## src/mdpc_pkg.sv

```systemverilog
/*
  Constants, register layout and the decoded selector type for the monitor and line driver
  pin control block. Assumes a single 20 MHz clock and an AXI4-Lite master.
*/
// Contract
// - Four-bit monitor selector picks one transmitter or receiver of channels 1 to 4.
// - Channel 0 is always the observing channel.
// - Selected transmitter tip and ring feed channel 0 receive inputs.
// - Selected receiver tip and ring feed channel 0 receive inputs.
// - Channel 0 recovery presents observed clock and positive/negative data.
// - Remote loopback on channel 0 resends the monitored signal on its transmit pair.
// - Lower three selector bits zero disables monitoring; all channels normal.
// - Driver enable low puts every line driver output in high impedance.
// - Other circuits keep running while the drivers are tri-stated.
// - Clock recovery mode: edge select picks the active clock edge.
// - Data recovery mode: edge select picks the active data level.
package mdpc_pkg;

  // ==========================================================
  // Channels and recovery timing
  // ==========================================================
  localparam int unsigned NUM_CH       = 5;
  localparam int unsigned CLK_HZ       = 20_000_000;
  localparam int unsigned BIT_CYCLES   = 8;
  localparam logic [2:0]  BIT_LAST     = 3'h7;
  localparam logic [2:0]  BIT_HALF     = 3'h4;

  // ==========================================================
  // Register map (byte addresses)
  // ==========================================================
  localparam logic [3:0]  CTRL_OFS     = 4'h0;
  localparam logic [3:0]  STATUS_OFS   = 4'h4;

  // Control fields
  localparam int unsigned CTRL_SEL_LSB = 0;
  localparam int unsigned CTRL_ADDR_FOUR_BIT = 4;
  localparam int unsigned CTRL_OE_BIT  = 5;
  localparam int unsigned CTRL_EDGE_BIT = 6;
  localparam int unsigned CTRL_RLB_BIT = 7;
  localparam int unsigned CTRL_CRM_BIT = 8;
  localparam logic [8:0]  CTRL_RESET   = 9'h120;

  // AXI responses
  localparam logic [1:0]  RESP_OKAY    = 2'h0;
  localparam logic [1:0]  RESP_SLVERR  = 2'h2;

  // ==========================================================
  // Decoded monitor selection
  // ==========================================================
  typedef struct packed {
    logic       active;
    logic       is_tx;
    logic [2:0] chan;
  } mdpc_sel_t;

endpackage

```

## src/mdpc_top.sv

```systemverilog
/*
  Monitor selection and line driver control with an AXI4-Lite register port.
  Assumes line receive pins are asynchronous and transmit data comes from
  logic on ref_clk_in. Line signals are modelled as digital mark pulses.
*/
`timescale 1ns/10ps
module mdpc_top
  import mdpc_pkg::*;
(
  // Clock and reset
  input  wire logic                ref_clk_in,
  input  wire logic                arst_n_in,
  // AXI4-Lite write address
  input  wire logic                s_axi_awvalid_in,
  input  wire logic [3:0]          s_axi_awaddr_in,
  output logic                     s_axi_awready_out,
  // AXI4-Lite write data
  input  wire logic                s_axi_wvalid_in,
  input  wire logic [31:0]         s_axi_wdata_in,
  input  wire logic [3:0]          s_axi_wstrb_in,
  output logic                     s_axi_wready_out,
  // AXI4-Lite write response
  output logic                     s_axi_bvalid_out,
  output logic [1:0]               s_axi_bresp_out,
  input  wire logic                s_axi_bready_in,
  // AXI4-Lite read address
  input  wire logic                s_axi_arvalid_in,
  input  wire logic [3:0]          s_axi_araddr_in,
  output logic                     s_axi_arready_out,
  // AXI4-Lite read data
  output logic                     s_axi_rvalid_out,
  output logic [31:0]              s_axi_rdata_out,
  output logic [1:0]               s_axi_rresp_out,
  input  wire logic                s_axi_rready_in,
  // Line receive pins, channels 0..4
  input  wire logic [NUM_CH-1:0]   rx_line_tip_in,
  input  wire logic [NUM_CH-1:0]   rx_line_ring_in,
  // Transmit data from the framer side, channels 0..4
  input  wire logic [NUM_CH-1:0]   tx_data_tip_in,
  input  wire logic [NUM_CH-1:0]   tx_data_ring_in,
  // Line driver pins, channels 0..4
  output logic [NUM_CH-1:0]        tx_line_tip_out,
  output logic [NUM_CH-1:0]        tx_line_ring_out,
  output logic [NUM_CH-1:0]        tx_line_oe_out,
  // Channel 0 recovered signals
  output logic                     recovered_clock_out,
  output logic                     rx_data_positive_out,
  output logic                     rx_data_negative_out
);

  typedef struct packed {
    // Register bus
    logic              aw_got;
    logic [3:0]        aw_addr;
    logic              w_got;
    logic [31:0]       w_data;
    logic [3:0]        w_strb;
    logic              aw_rdy;
    logic              w_rdy;
    logic              bvalid;
    logic [1:0]        bresp;
    logic              ar_rdy;
    logic              rvalid;
    logic [31:0]       rdata;
    logic [1:0]        rresp;
    // Control register
    logic [8:0]        ctrl;
    // Receive pin synchronisers
    logic [NUM_CH-1:0] tip_s1;
    logic [NUM_CH-1:0] tip_s2;
    logic [NUM_CH-1:0] ring_s1;
    logic [NUM_CH-1:0] ring_s2;
    // Line drivers
    logic [NUM_CH-1:0] drv_tip;
    logic [NUM_CH-1:0] drv_ring;
    logic [NUM_CH-1:0] drv_oe;
  } mdpc_state_t;

  mdpc_state_t q;
  mdpc_state_t d;

  // ==========================================================
  // Helper functions
  // ==========================================================
  // Selector decode; codes 5..7 in the low bits are treated as off
  function automatic mdpc_sel_t decode_sel(input logic [3:0] code);
    mdpc_sel_t s;
    s.is_tx  = code[3];
    s.chan   = code[2:0];
    s.active = (code[2:0] != 3'h0) && (code[2:0] <= 3'h4);
    return s;
  endfunction

  // Byte-lane merge of a write into a 32-bit word
  function automatic logic [31:0] merge_strb(input logic [31:0] old_v,
                                             input logic [31:0] new_v,
                                             input logic [3:0]  strb);
    logic [31:0] r;
    r = old_v;
    for (int i = 0; i < 4; i++) begin
      if (strb[i]) begin
        r[i*8 +: 8] = new_v[i*8 +: 8];
      end
    end
    return r;
  endfunction

  // ==========================================================
  // Decoded controls
  // ==========================================================
  mdpc_sel_t   sel;
  logic        drv_en;
  logic        edge_sel;
  logic        rem_loop;
  logic        clk_mode;
  logic        mon_tip;
  logic        mon_ring;
  logic [31:0] status_word;
  logic [31:0] ctrl_word;

  // Control fields seen by the datapath
  always_comb begin
    sel      = decode_sel(q.ctrl[CTRL_SEL_LSB +: 4]);
    drv_en   = q.ctrl[CTRL_OE_BIT];
    edge_sel = q.ctrl[CTRL_EDGE_BIT];
    rem_loop = q.ctrl[CTRL_RLB_BIT];
    clk_mode = q.ctrl[CTRL_CRM_BIT];
  end

  // Channel 0 receive input: own pins, or the observed pair
  always_comb begin
    mon_tip  = q.tip_s2[0];
    mon_ring = q.ring_s2[0];
    if (sel.active) begin
      if (sel.is_tx) begin
        // Observe what the selected driver sends; non-intrusive tap
        mon_tip  = tx_data_tip_in[sel.chan];
        mon_ring = tx_data_ring_in[sel.chan];
      end else begin
        mon_tip  = q.tip_s2[sel.chan];
        mon_ring = q.ring_s2[sel.chan];
      end
    end
  end

  // Readback words
  always_comb begin
    ctrl_word   = {23'h00_0000, q.ctrl};
    status_word = 32'h0000_0000;
    status_word[0]   = sel.active;
    status_word[1]   = sel.is_tx;
    status_word[4:2] = sel.chan;
    status_word[5]   = drv_en;
    // Flags a strap conflict; pin control mode expects this bit low
    status_word[6]   = q.ctrl[CTRL_ADDR_FOUR_BIT];
  end

  // ==========================================================
  // Next state
  // ==========================================================
  always_comb begin
    d = q;

    // Two-flop synchronisers on the asynchronous line pins
    d.tip_s1  = rx_line_tip_in;
    d.tip_s2  = q.tip_s1;
    d.ring_s1 = rx_line_ring_in;
    d.ring_s2 = q.ring_s1;

    // Write address and data are taken independently
    if (q.aw_rdy && s_axi_awvalid_in) begin
      d.aw_got  = 1'b1;
      d.aw_addr = s_axi_awaddr_in;
    end
    if (q.w_rdy && s_axi_wvalid_in) begin
      d.w_got  = 1'b1;
      d.w_data = s_axi_wdata_in;
      d.w_strb = s_axi_wstrb_in;
    end

    // Write response retires once accepted
    if (q.bvalid && s_axi_bready_in) begin
      d.bvalid = 1'b0;
    end

    // Both halves present: perform the write
    if (q.aw_got && q.w_got && !q.bvalid) begin
      d.aw_got = 1'b0;
      d.w_got  = 1'b0;
      d.bvalid = 1'b1;
      if (q.aw_addr[3:2] == CTRL_OFS[3:2]) begin
        d.ctrl  = 9'(merge_strb(ctrl_word, q.w_data, q.w_strb));
        d.bresp = RESP_OKAY;
      end else if (q.aw_addr[3:2] == STATUS_OFS[3:2]) begin
        d.bresp = RESP_OKAY;                                      // Read-only, write ignored
      end else begin
        d.bresp = RESP_SLVERR;
      end
    end

    // Read channel
    if (q.rvalid && s_axi_rready_in) begin
      d.rvalid = 1'b0;
    end
    if (q.ar_rdy && s_axi_arvalid_in) begin
      d.rvalid = 1'b1;
      d.rresp  = RESP_OKAY;
      if (s_axi_araddr_in[3:2] == CTRL_OFS[3:2]) begin
        d.rdata = ctrl_word;
      end else if (s_axi_araddr_in[3:2] == STATUS_OFS[3:2]) begin
        d.rdata = status_word;
      end else begin
        d.rdata = 32'h0000_0000;
        d.rresp = RESP_SLVERR;
      end
    end

    // Ready flags registered so the ports come from flops
    d.aw_rdy = !d.aw_got && !d.bvalid;
    d.w_rdy  = !d.w_got && !d.bvalid;
    d.ar_rdy = !d.rvalid;

    // Line drivers; other channels keep sending while being observed
    d.drv_tip  = tx_data_tip_in;
    d.drv_ring = tx_data_ring_in;
    if (rem_loop) begin
      d.drv_tip[0]  = mon_tip;
      d.drv_ring[0] = mon_ring;
    end
    // Drive data held low while off so no stale mark leaks at enable
    if (!drv_en) begin
      d.drv_tip  = '0;
      d.drv_ring = '0;
    end
    d.drv_oe = {NUM_CH{drv_en}};
  end

  // ==========================================================
  // State register
  // ==========================================================
  always_ff @(posedge ref_clk_in or negedge arst_n_in) begin
    if (!arst_n_in) begin
      q      <= '0;
      q.ctrl <= CTRL_RESET;
    end else begin
      q <= d;
    end
  end

  // ==========================================================
  // Channel 0 recovery, runs regardless of driver enable
  // ==========================================================
  mdpc_recover u_recover (
    .ref_clk_in           (ref_clk_in),
    .arst_n_in            (arst_n_in),
    .tip_in               (mon_tip),
    .ring_in              (mon_ring),
    .clock_mode_in        (clk_mode),
    .edge_sel_in          (edge_sel),
    .recovered_clock_out  (recovered_clock_out),
    .rx_data_positive_out (rx_data_positive_out),
    .rx_data_negative_out (rx_data_negative_out)
  );

  // ==========================================================
  // Port drive
  // ==========================================================
  assign s_axi_awready_out = q.aw_rdy;
  assign s_axi_wready_out  = q.w_rdy;
  assign s_axi_bvalid_out  = q.bvalid;
  assign s_axi_bresp_out   = q.bresp;
  assign s_axi_arready_out = q.ar_rdy;
  assign s_axi_rvalid_out  = q.rvalid;
  assign s_axi_rdata_out   = q.rdata;
  assign s_axi_rresp_out   = q.rresp;
  assign tx_line_tip_out   = q.drv_tip;
  assign tx_line_ring_out  = q.drv_ring;
  assign tx_line_oe_out    = q.drv_oe;

endmodule

```

## src/mdpc_recover.sv

```systemverilog
/*
  Channel 0 clock and data recovery. Assumes tip and ring inputs are already
  synchronised to ref_clk_in; one bit period is a fixed number of cycles.
*/
`timescale 1ns/10ps
module mdpc_recover
  import mdpc_pkg::*;
(
  // Clock and reset
  input  wire logic ref_clk_in,
  input  wire logic arst_n_in,
  // Observed line pair
  input  wire logic tip_in,
  input  wire logic ring_in,
  // Presentation controls
  input  wire logic clock_mode_in,
  input  wire logic edge_sel_in,
  // Recovered outputs
  output logic      recovered_clock_out,
  output logic      rx_data_positive_out,
  output logic      rx_data_negative_out
);

  typedef struct packed {
    logic [2:0] cnt;
    logic       acc_p;
    logic       acc_n;
    logic       bit_p;
    logic       bit_n;
    logic       rclk;
    logic       rdp;
    logic       rdn;
  } mdpc_rec_t;

  mdpc_rec_t q;
  mdpc_rec_t d;

  // ==========================================================
  // Next state
  // ==========================================================
  // Marks are OR-ed over a bit period so a short pulse is not missed
  always_comb begin
    d       = q;
    d.cnt   = q.cnt + 3'h1;
    d.acc_p = q.acc_p | tip_in;
    d.acc_n = q.acc_n | ring_in;
    if (q.cnt == BIT_LAST) begin
      d.bit_p = q.acc_p | tip_in;
      d.bit_n = q.acc_n | ring_in;
      d.acc_p = 1'b0;
      d.acc_n = 1'b0;
    end
    if (clock_mode_in) begin
      // High edge select: data valid at rising edge, so clock high late
      d.rclk = (q.cnt >= BIT_HALF) ^ ~edge_sel_in;
      d.rdp  = q.bit_p;
      d.rdn  = q.bit_n;
    end else begin
      // Raw sliced data, no retiming; level polarity follows edge select
      d.rclk = tip_in | ring_in;
      d.rdp  = tip_in ^ ~edge_sel_in;
      d.rdn  = ring_in ^ ~edge_sel_in;
    end
  end

  // ==========================================================
  // State register
  // ==========================================================
  always_ff @(posedge ref_clk_in or negedge arst_n_in) begin
    if (!arst_n_in) begin
      q <= '0;
    end else begin
      q <= d;
    end
  end

  assign recovered_clock_out  = q.rclk;
  assign rx_data_positive_out = q.rdp;
  assign rx_data_negative_out = q.rdn;

endmodule

```

## config.mk

```make
export PLATFORM = sky130hd
export DESIGN_NAME = mdpc_top
export DESIGN_NICKNAME = d
export VERILOG_FILES = /design/src/mdpc_pkg.sv /design/src/mdpc_top.sv /design/src/mdpc_recover.sv
export SDC_FILE = /design/constraint.sdc
export NUM_CORES = 1
export LEC_CHECK = 0
export BUFFER_PORTS_ARGS = -buffer_cell sky130_fd_sc_hd__buf_2
export CAP_MARGIN = 20
export CORE_UTILIZATION = 35
export CTS_BUF_LIST = sky130_fd_sc_hd__clkbuf_2 sky130_fd_sc_hd__clkbuf_4 sky130_fd_sc_hd__clkbuf_8
export DETAILED_ROUTE_END_ITERATION = 7
export GPL_TIMING_DRIVEN = 0
export REMOVE_ABC_BUFFERS = 1
export SLEW_MARGIN = 5
export SYNTH_ARGS = -nofsm -noshare
export SYNTH_HDL_FRONTEND = slang
export SYNTH_SLANG_ARGS = --single-unit
```

## constraint.sdc

```tcl
create_clock -name ref_clk_in -period 2.2 [get_ports ref_clk_in]
set_input_delay 0.44 -clock ref_clk_in [delete_from_list [all_inputs] [get_ports ref_clk_in]]
set_output_delay 0.44 -clock ref_clk_in [all_outputs]
set_load 0.05 [all_outputs]
```

After elaboration in Yosys (flattened, before gate mapping)
Cells that the tools add are included.
{"block": "word_totals", "word_cells": 95, "out_inout_bits": 59, "reg_bits": 133}
{"block": "classes", "n_bitwise": 7, "mux": 31, "reduce_logical": 20, "eq_ne": 3, "order_cmp": 3, "add_sub_neg": 1}
{"operator": "37-bit 2-to-1 mux", "n": 1}
{"operator": "35-bit 2-to-1 mux", "n": 1}
{"operator": "1-bit 2-to-1 mux", "n": 14}
{"operator": "1-bit binary-select mux with 3-bit select", "n": 4}
{"operator": "1-bit logical AND", "n": 10}
{"operator": "10-bit 2-to-1 mux", "n": 1}
{"operator": "9-bit 2-to-1 mux", "n": 1}
{"operator": "2-bit 2-to-1 mux", "n": 4}
{"operator": "7-bit 2-to-1 mux", "n": 1}
{"operator": "3-bit 2-to-1 mux", "n": 2}
{"operator": "3-bit AND reduction", "n": 2}
{"operator": "1-bit logical NOT", "n": 5}
{"operator": "5-bit 2-to-1 mux", "n": 1}
{"operator": "2-bit by 1-bit equality test with 1-bit output (second input constant)", "n": 2}
{"operator": "2-bit logical NOT", "n": 2}
{"operator": "3-bit by 4-bit less-than comparator with 1-bit output (second input constant)", "n": 1}
{"operator": "4-bit 2-to-1 mux", "n": 1}
{"operator": "3-bit by 1-bit adder with 3-bit output (second input constant)", "n": 1}
{"operator": "3-bit equality test (second input constant)", "n": 1}
{"operator": "3-bit >= comparator (second input constant)", "n": 1}
{"operator": "3-bit less-or-equal comparator (second input constant)", "n": 1}
{"operator": "1-bit bitwise OR", "n": 3}
{"operator": "3-bit nonzero test", "n": 1}
{"operator": "1-bit XOR", "n": 3}
{"operator": "1-bit inverter", "n": 1}

Depth between registers and ports, before layout
{"block": "logic_depth", "word_depth": 6, "depth_mapped": 5, "mapped_depth_nobuf": 4}

Cells and area by module
A second synthesis with hierarchy kept.
{"block": "hier_totals", "cells_unflattened": 267, "area_unflattened_um2": 3358.2}
{"module": "mdpc_top", "cells_per_inst": 237, "area_per_inst_um2": 2992.9, "n_inst": 1}
{"module": "mdpc_recover", "cells_per_inst": 30, "area_per_inst_um2": 365.4, "n_inst": 1}

Least setup slack after synthesis
OpenSTA, ideal clock, no wires.
{"block": "synth_timing", "kind": "register to register", "startpoint": "register q, in the netlist s_axi_bvalid_out", "endpoint": "register q, in the netlist ctrl_word[0]", "t_arrival_ns": 1.499, "stages_incl_launch_ff": 5, "setup_time_ns": 0.125, "required_time_ns": 2.075, "setup_slack_ns": 0.577, "period_less_slack_ns": 1.623, "cell_sequence": "dfrtp_1 nand3b_1 nor3_1 nand2_1 mux2_2"}
{"block": "synth_via", "elab_chain_cells": 3}
{"element": "start: declaration", "line": "mdpc_top.sv:79", "source": "mdpc_state_t q;"}
{"element": "1-bit logical NOT", "line": "mdpc_top.sv:187", "source": "if (q.aw_got && q.w_got && !q.bvalid) begin"}
{"element": "1-bit logical AND", "line": "mdpc_top.sv:187"}
{"element": "3-bit AND reduction (no source line)"}
No other way between the ends.
A chain may end at the register's enable or synchronous reset.

==> out/results.ini <==
[status]
outcome=complete, no violations

[critical_path]
timing.critical_path.slowest_stage_cell=dfrtp_1
cp_num_buf_inv=0
crit_path_max_fo=11
arrival_ns=2.15
timing.critical_path.from_type=register
r2r_setup_slack_ns=0.24
ff2ff_path_depth=4
required_ns=2.39
timing_worst_setup_path_type=register to register
cp_slowest_stage_delay_ns=0.62
crit_path_end_kind=register
r2r_end=u_recover.recovered_clock_out
critical-path-top-delay-family=flip-flops
worstReg2RegStart=ctrl_word[0]
timing.critical_path.cells=mux2i_1, o22ai_2, nor3_1, a31oi_1

[placement]
gp_routability_congestion=0.7081
final_hpwl_from_detailed_placement_um=4082
dpl-instance-area_mm2=0.003638
io_buffer_count=75
placedCellCount=444
pre_cts_ws_ns=0.2503

[cts]
post-cts-setup-buffers=0
clock_path_buffers=2
cts_hold_buf=1
cts.htree.levels=3
post_cts_resized=0
number_of_buffers_created_by_cts=9
clock-sinks=81
tritoncts=yes
clk_latency_worst_skew_pair_ns=0.34
clock-root-buffer=clkbuf_8
cts.reportedPaths.clkPinSlew_ns=0.08

[routing]
detailedRoute.firstPassIterationCount=4
ant_nets=0
routed_wirelength_um=5738
detail_route.wl_per_cell_um=12.45
met2_wirelength_um=2419
wl_met3_um=363
drcViolationCount=0
via_per_inst=4.260
vias=1964
route.layer.met1.wl_um=2886
drt_iter0_markers=83
uppermost_signal_routing_layer_after_detailed_routing=met4

[logic_synthesis]
synth_area_leaders=dfrtp_1, buf_4, mux2_2
synth_seq_cells=81
synth_warnings=0
postSynthAreaPerCell_um2=12.51
yosys.cell_types.count=35
yosys_most_used_dff=dfrtp_1
synthMostInstantiatedCell=dfrtp_1
synth_sequential_area_ratio=0.5920
synth-async-reset-ratio=1.000
synth.cells.most_frequent=dfrtp_1, buf_4, mux2_2, nand2_1
netlist_area_mm2=0.003428
synth_top_cell_area_share=0.5766
post-synth-top-area-cell=dfrtp_1
synth-edff-count=0
netlist_instances=274

[finish]
layout.cells.non_filler=461
layout_overhead_on_the_synthesized_area_pct=11.79
post_route_cells_drive_above_1_share=0.3675
stdcell_area_mm2=0.003832
finish.net_count=400
insertedDiodeCount=0

[hold_path]
min_delay_worst_endpoint=d[17]
hold_start=rx_line_ring_in[2]
hold_class=input port to register
worstHoldPathCells=1

[floorplanning]
floorplan.rows=35
initial_core_util=0.3658
die_x_um=101.0
top_level_ports=130
placeableCoreArea_mm2=0.009371
die_h_um=101.0
dieArea_mm2=0.01019

[sta]
finalCritPeriodShare=0.8928
report.final.setup_viol=0
grt_setup_unrepaired=false
relSlewSlack=0.6371
finalWorstSetupSlack_ns=0.2359
timing_worst_slew_pin_value_ns=0.5403
final_max_slew_viol_count=0
period_minus_slack_ns=1.964
fmax_ghz=0.5091
final_worst_clock_skew_ns=0.008238
hold_violations=0
setup_tns_ns=0

[power_and_ir_drop]
power.static_leakage_nw=1.897
worst_ir_drop_vdd_mv=0.6479
p_total_w=0.005319
power.density_mw_per_mm2=1388

[global_routing]
first_global_vias=1872
grt_max_degree=67
grt_util_all_layers=0.1222
grt_remaining_overflow=0
grt_antenna_before_repair=0
global_route_wire_length_before_repair_um=9225

[run]
drv.max_cap_violation_count=0

## layout by cell type (no fill, tap or decap), drive strengths merged, types with 2 or more instances in the layout
cell type	Yosys	layout
clkinv	0	2
nor2b	3	3
a21boi	2	2
nand3b	2	2
nor3	4	4
dfstp	2	2
inv	7	7
conb	1	25
a22o	3	3
and2	8	8
mux2i	13	13
a21oi	6	6
clkbuf	4	13
or3b	4	4
buf	55	76
or2	2	2
nand2	17	17
o22ai	4	4
a31oi	4	4
nor2	8	8
dfrtp	79	79
o21ai	13	13
mux2	23	23
ha	2	2
## cell type report
| class | instances | area, µm² |
|---|---|---|
| clock buffer | 13 | 166.4 |
| clock inverter | 3 | 17.52 |
| fill | 922 | 5539 |
| inverter | 7 | 26.28 |
| multi-input combinational | 151 | 1016 |
| sequential | 81 | 2029 |
| tap | 129 | 161.4 |
| timing repair buffer | 77 | 415.4 |
## worst max-delay path by stage
stage                     cells after the start  slack (ns)              start                             to
after floorplan                               0       -0.02  tx_line_oe_out[0]              tx_line_oe_out[0]
after global placement                        1        0.14          arst_n_in              s_axi_awready_out
after detailed placement                      4        0.25       ctrl_word[0]  u_recover.recovered_clock_out
after CTS                                     4        0.21       ctrl_word[0]  u_recover.recovered_clock_out
after global routing                          4        0.11       ctrl_word[0]  u_recover.recovered_clock_out
final                                         4        0.24       ctrl_word[0]  u_recover.recovered_clock_out
## routing by layer
metal / vias to the layer above / global-route usage
met4: 0 / 0.03679
met2: 77 / 0.1797
met1: 931 / 0.1688
li1: 948 / -
met5: - / 0
met3: 8 / 0.04369
## flip-flops by register name, summed over array words and instances, names as in the netlist
register and cells:
clk_mode 1, ctrl_word 8, d 10, q 25
s_axi_arready_out 1, s_axi_awready_out 1, s_axi_bresp_out 1, s_axi_bvalid_out 1
s_axi_rdata_out 9, s_axi_rresp_out 1, s_axi_rvalid_out 1, s_axi_wready_out 1
tx_line_oe_out 1, tx_line_ring_out 5, tx_line_tip_out 5, u_recover.q 7
u_recover.recovered_clock_out 1, u_recover.rx_data_negative_out 1, u_recover.rx_data_positive_out 1
## through the flow
step                utilization  hold slack, ns
floorplan                     -          0.1444
global placement         0.3850          0.3347
detailed placement       0.3883          0.3239
CTS                      0.4089          0.1826
global route             0.4089          0.1796
finish                   0.4089          0.1994
## cell families (layout without fill, tap and decap cells)
| kind of cell | after synthesis | after routing | share of synthesized area |
|---|---|---|---|
| other | 1 | 25 | 0.001094 |
| flip-flops | 81 | 81 | 0.5920 |
| buffers and inverters | 66 | 100 | 0.1380 |
| multiplexers | 36 | 36 | 0.1135 |
| AND/OR/NAND/NOR | 53 | 53 | 0.08212 |
| AO/OA/AOI/OAI | 34 | 34 | 0.06350 |
| adder cells (fa/ha/maj) | 2 | 2 | 0.007298 |
| XOR/XNOR | 1 | 1 | 0.002555 |
## where the power goes
| group | total, W | internal [W] | switching [W] |
|---|---|---|---|
| Combinational | 0.00203 | 0.000654 | 0.00138 |
| Clock | 0.000999 | 0.000494 | 0.000505 |
| Sequential | 0.00228 | 0.00194 | 0.000346 |
| Total | 0.00532 | 0.00309 | 0.00223 |
No activity file was read; power rests on OpenSTA's default activity.
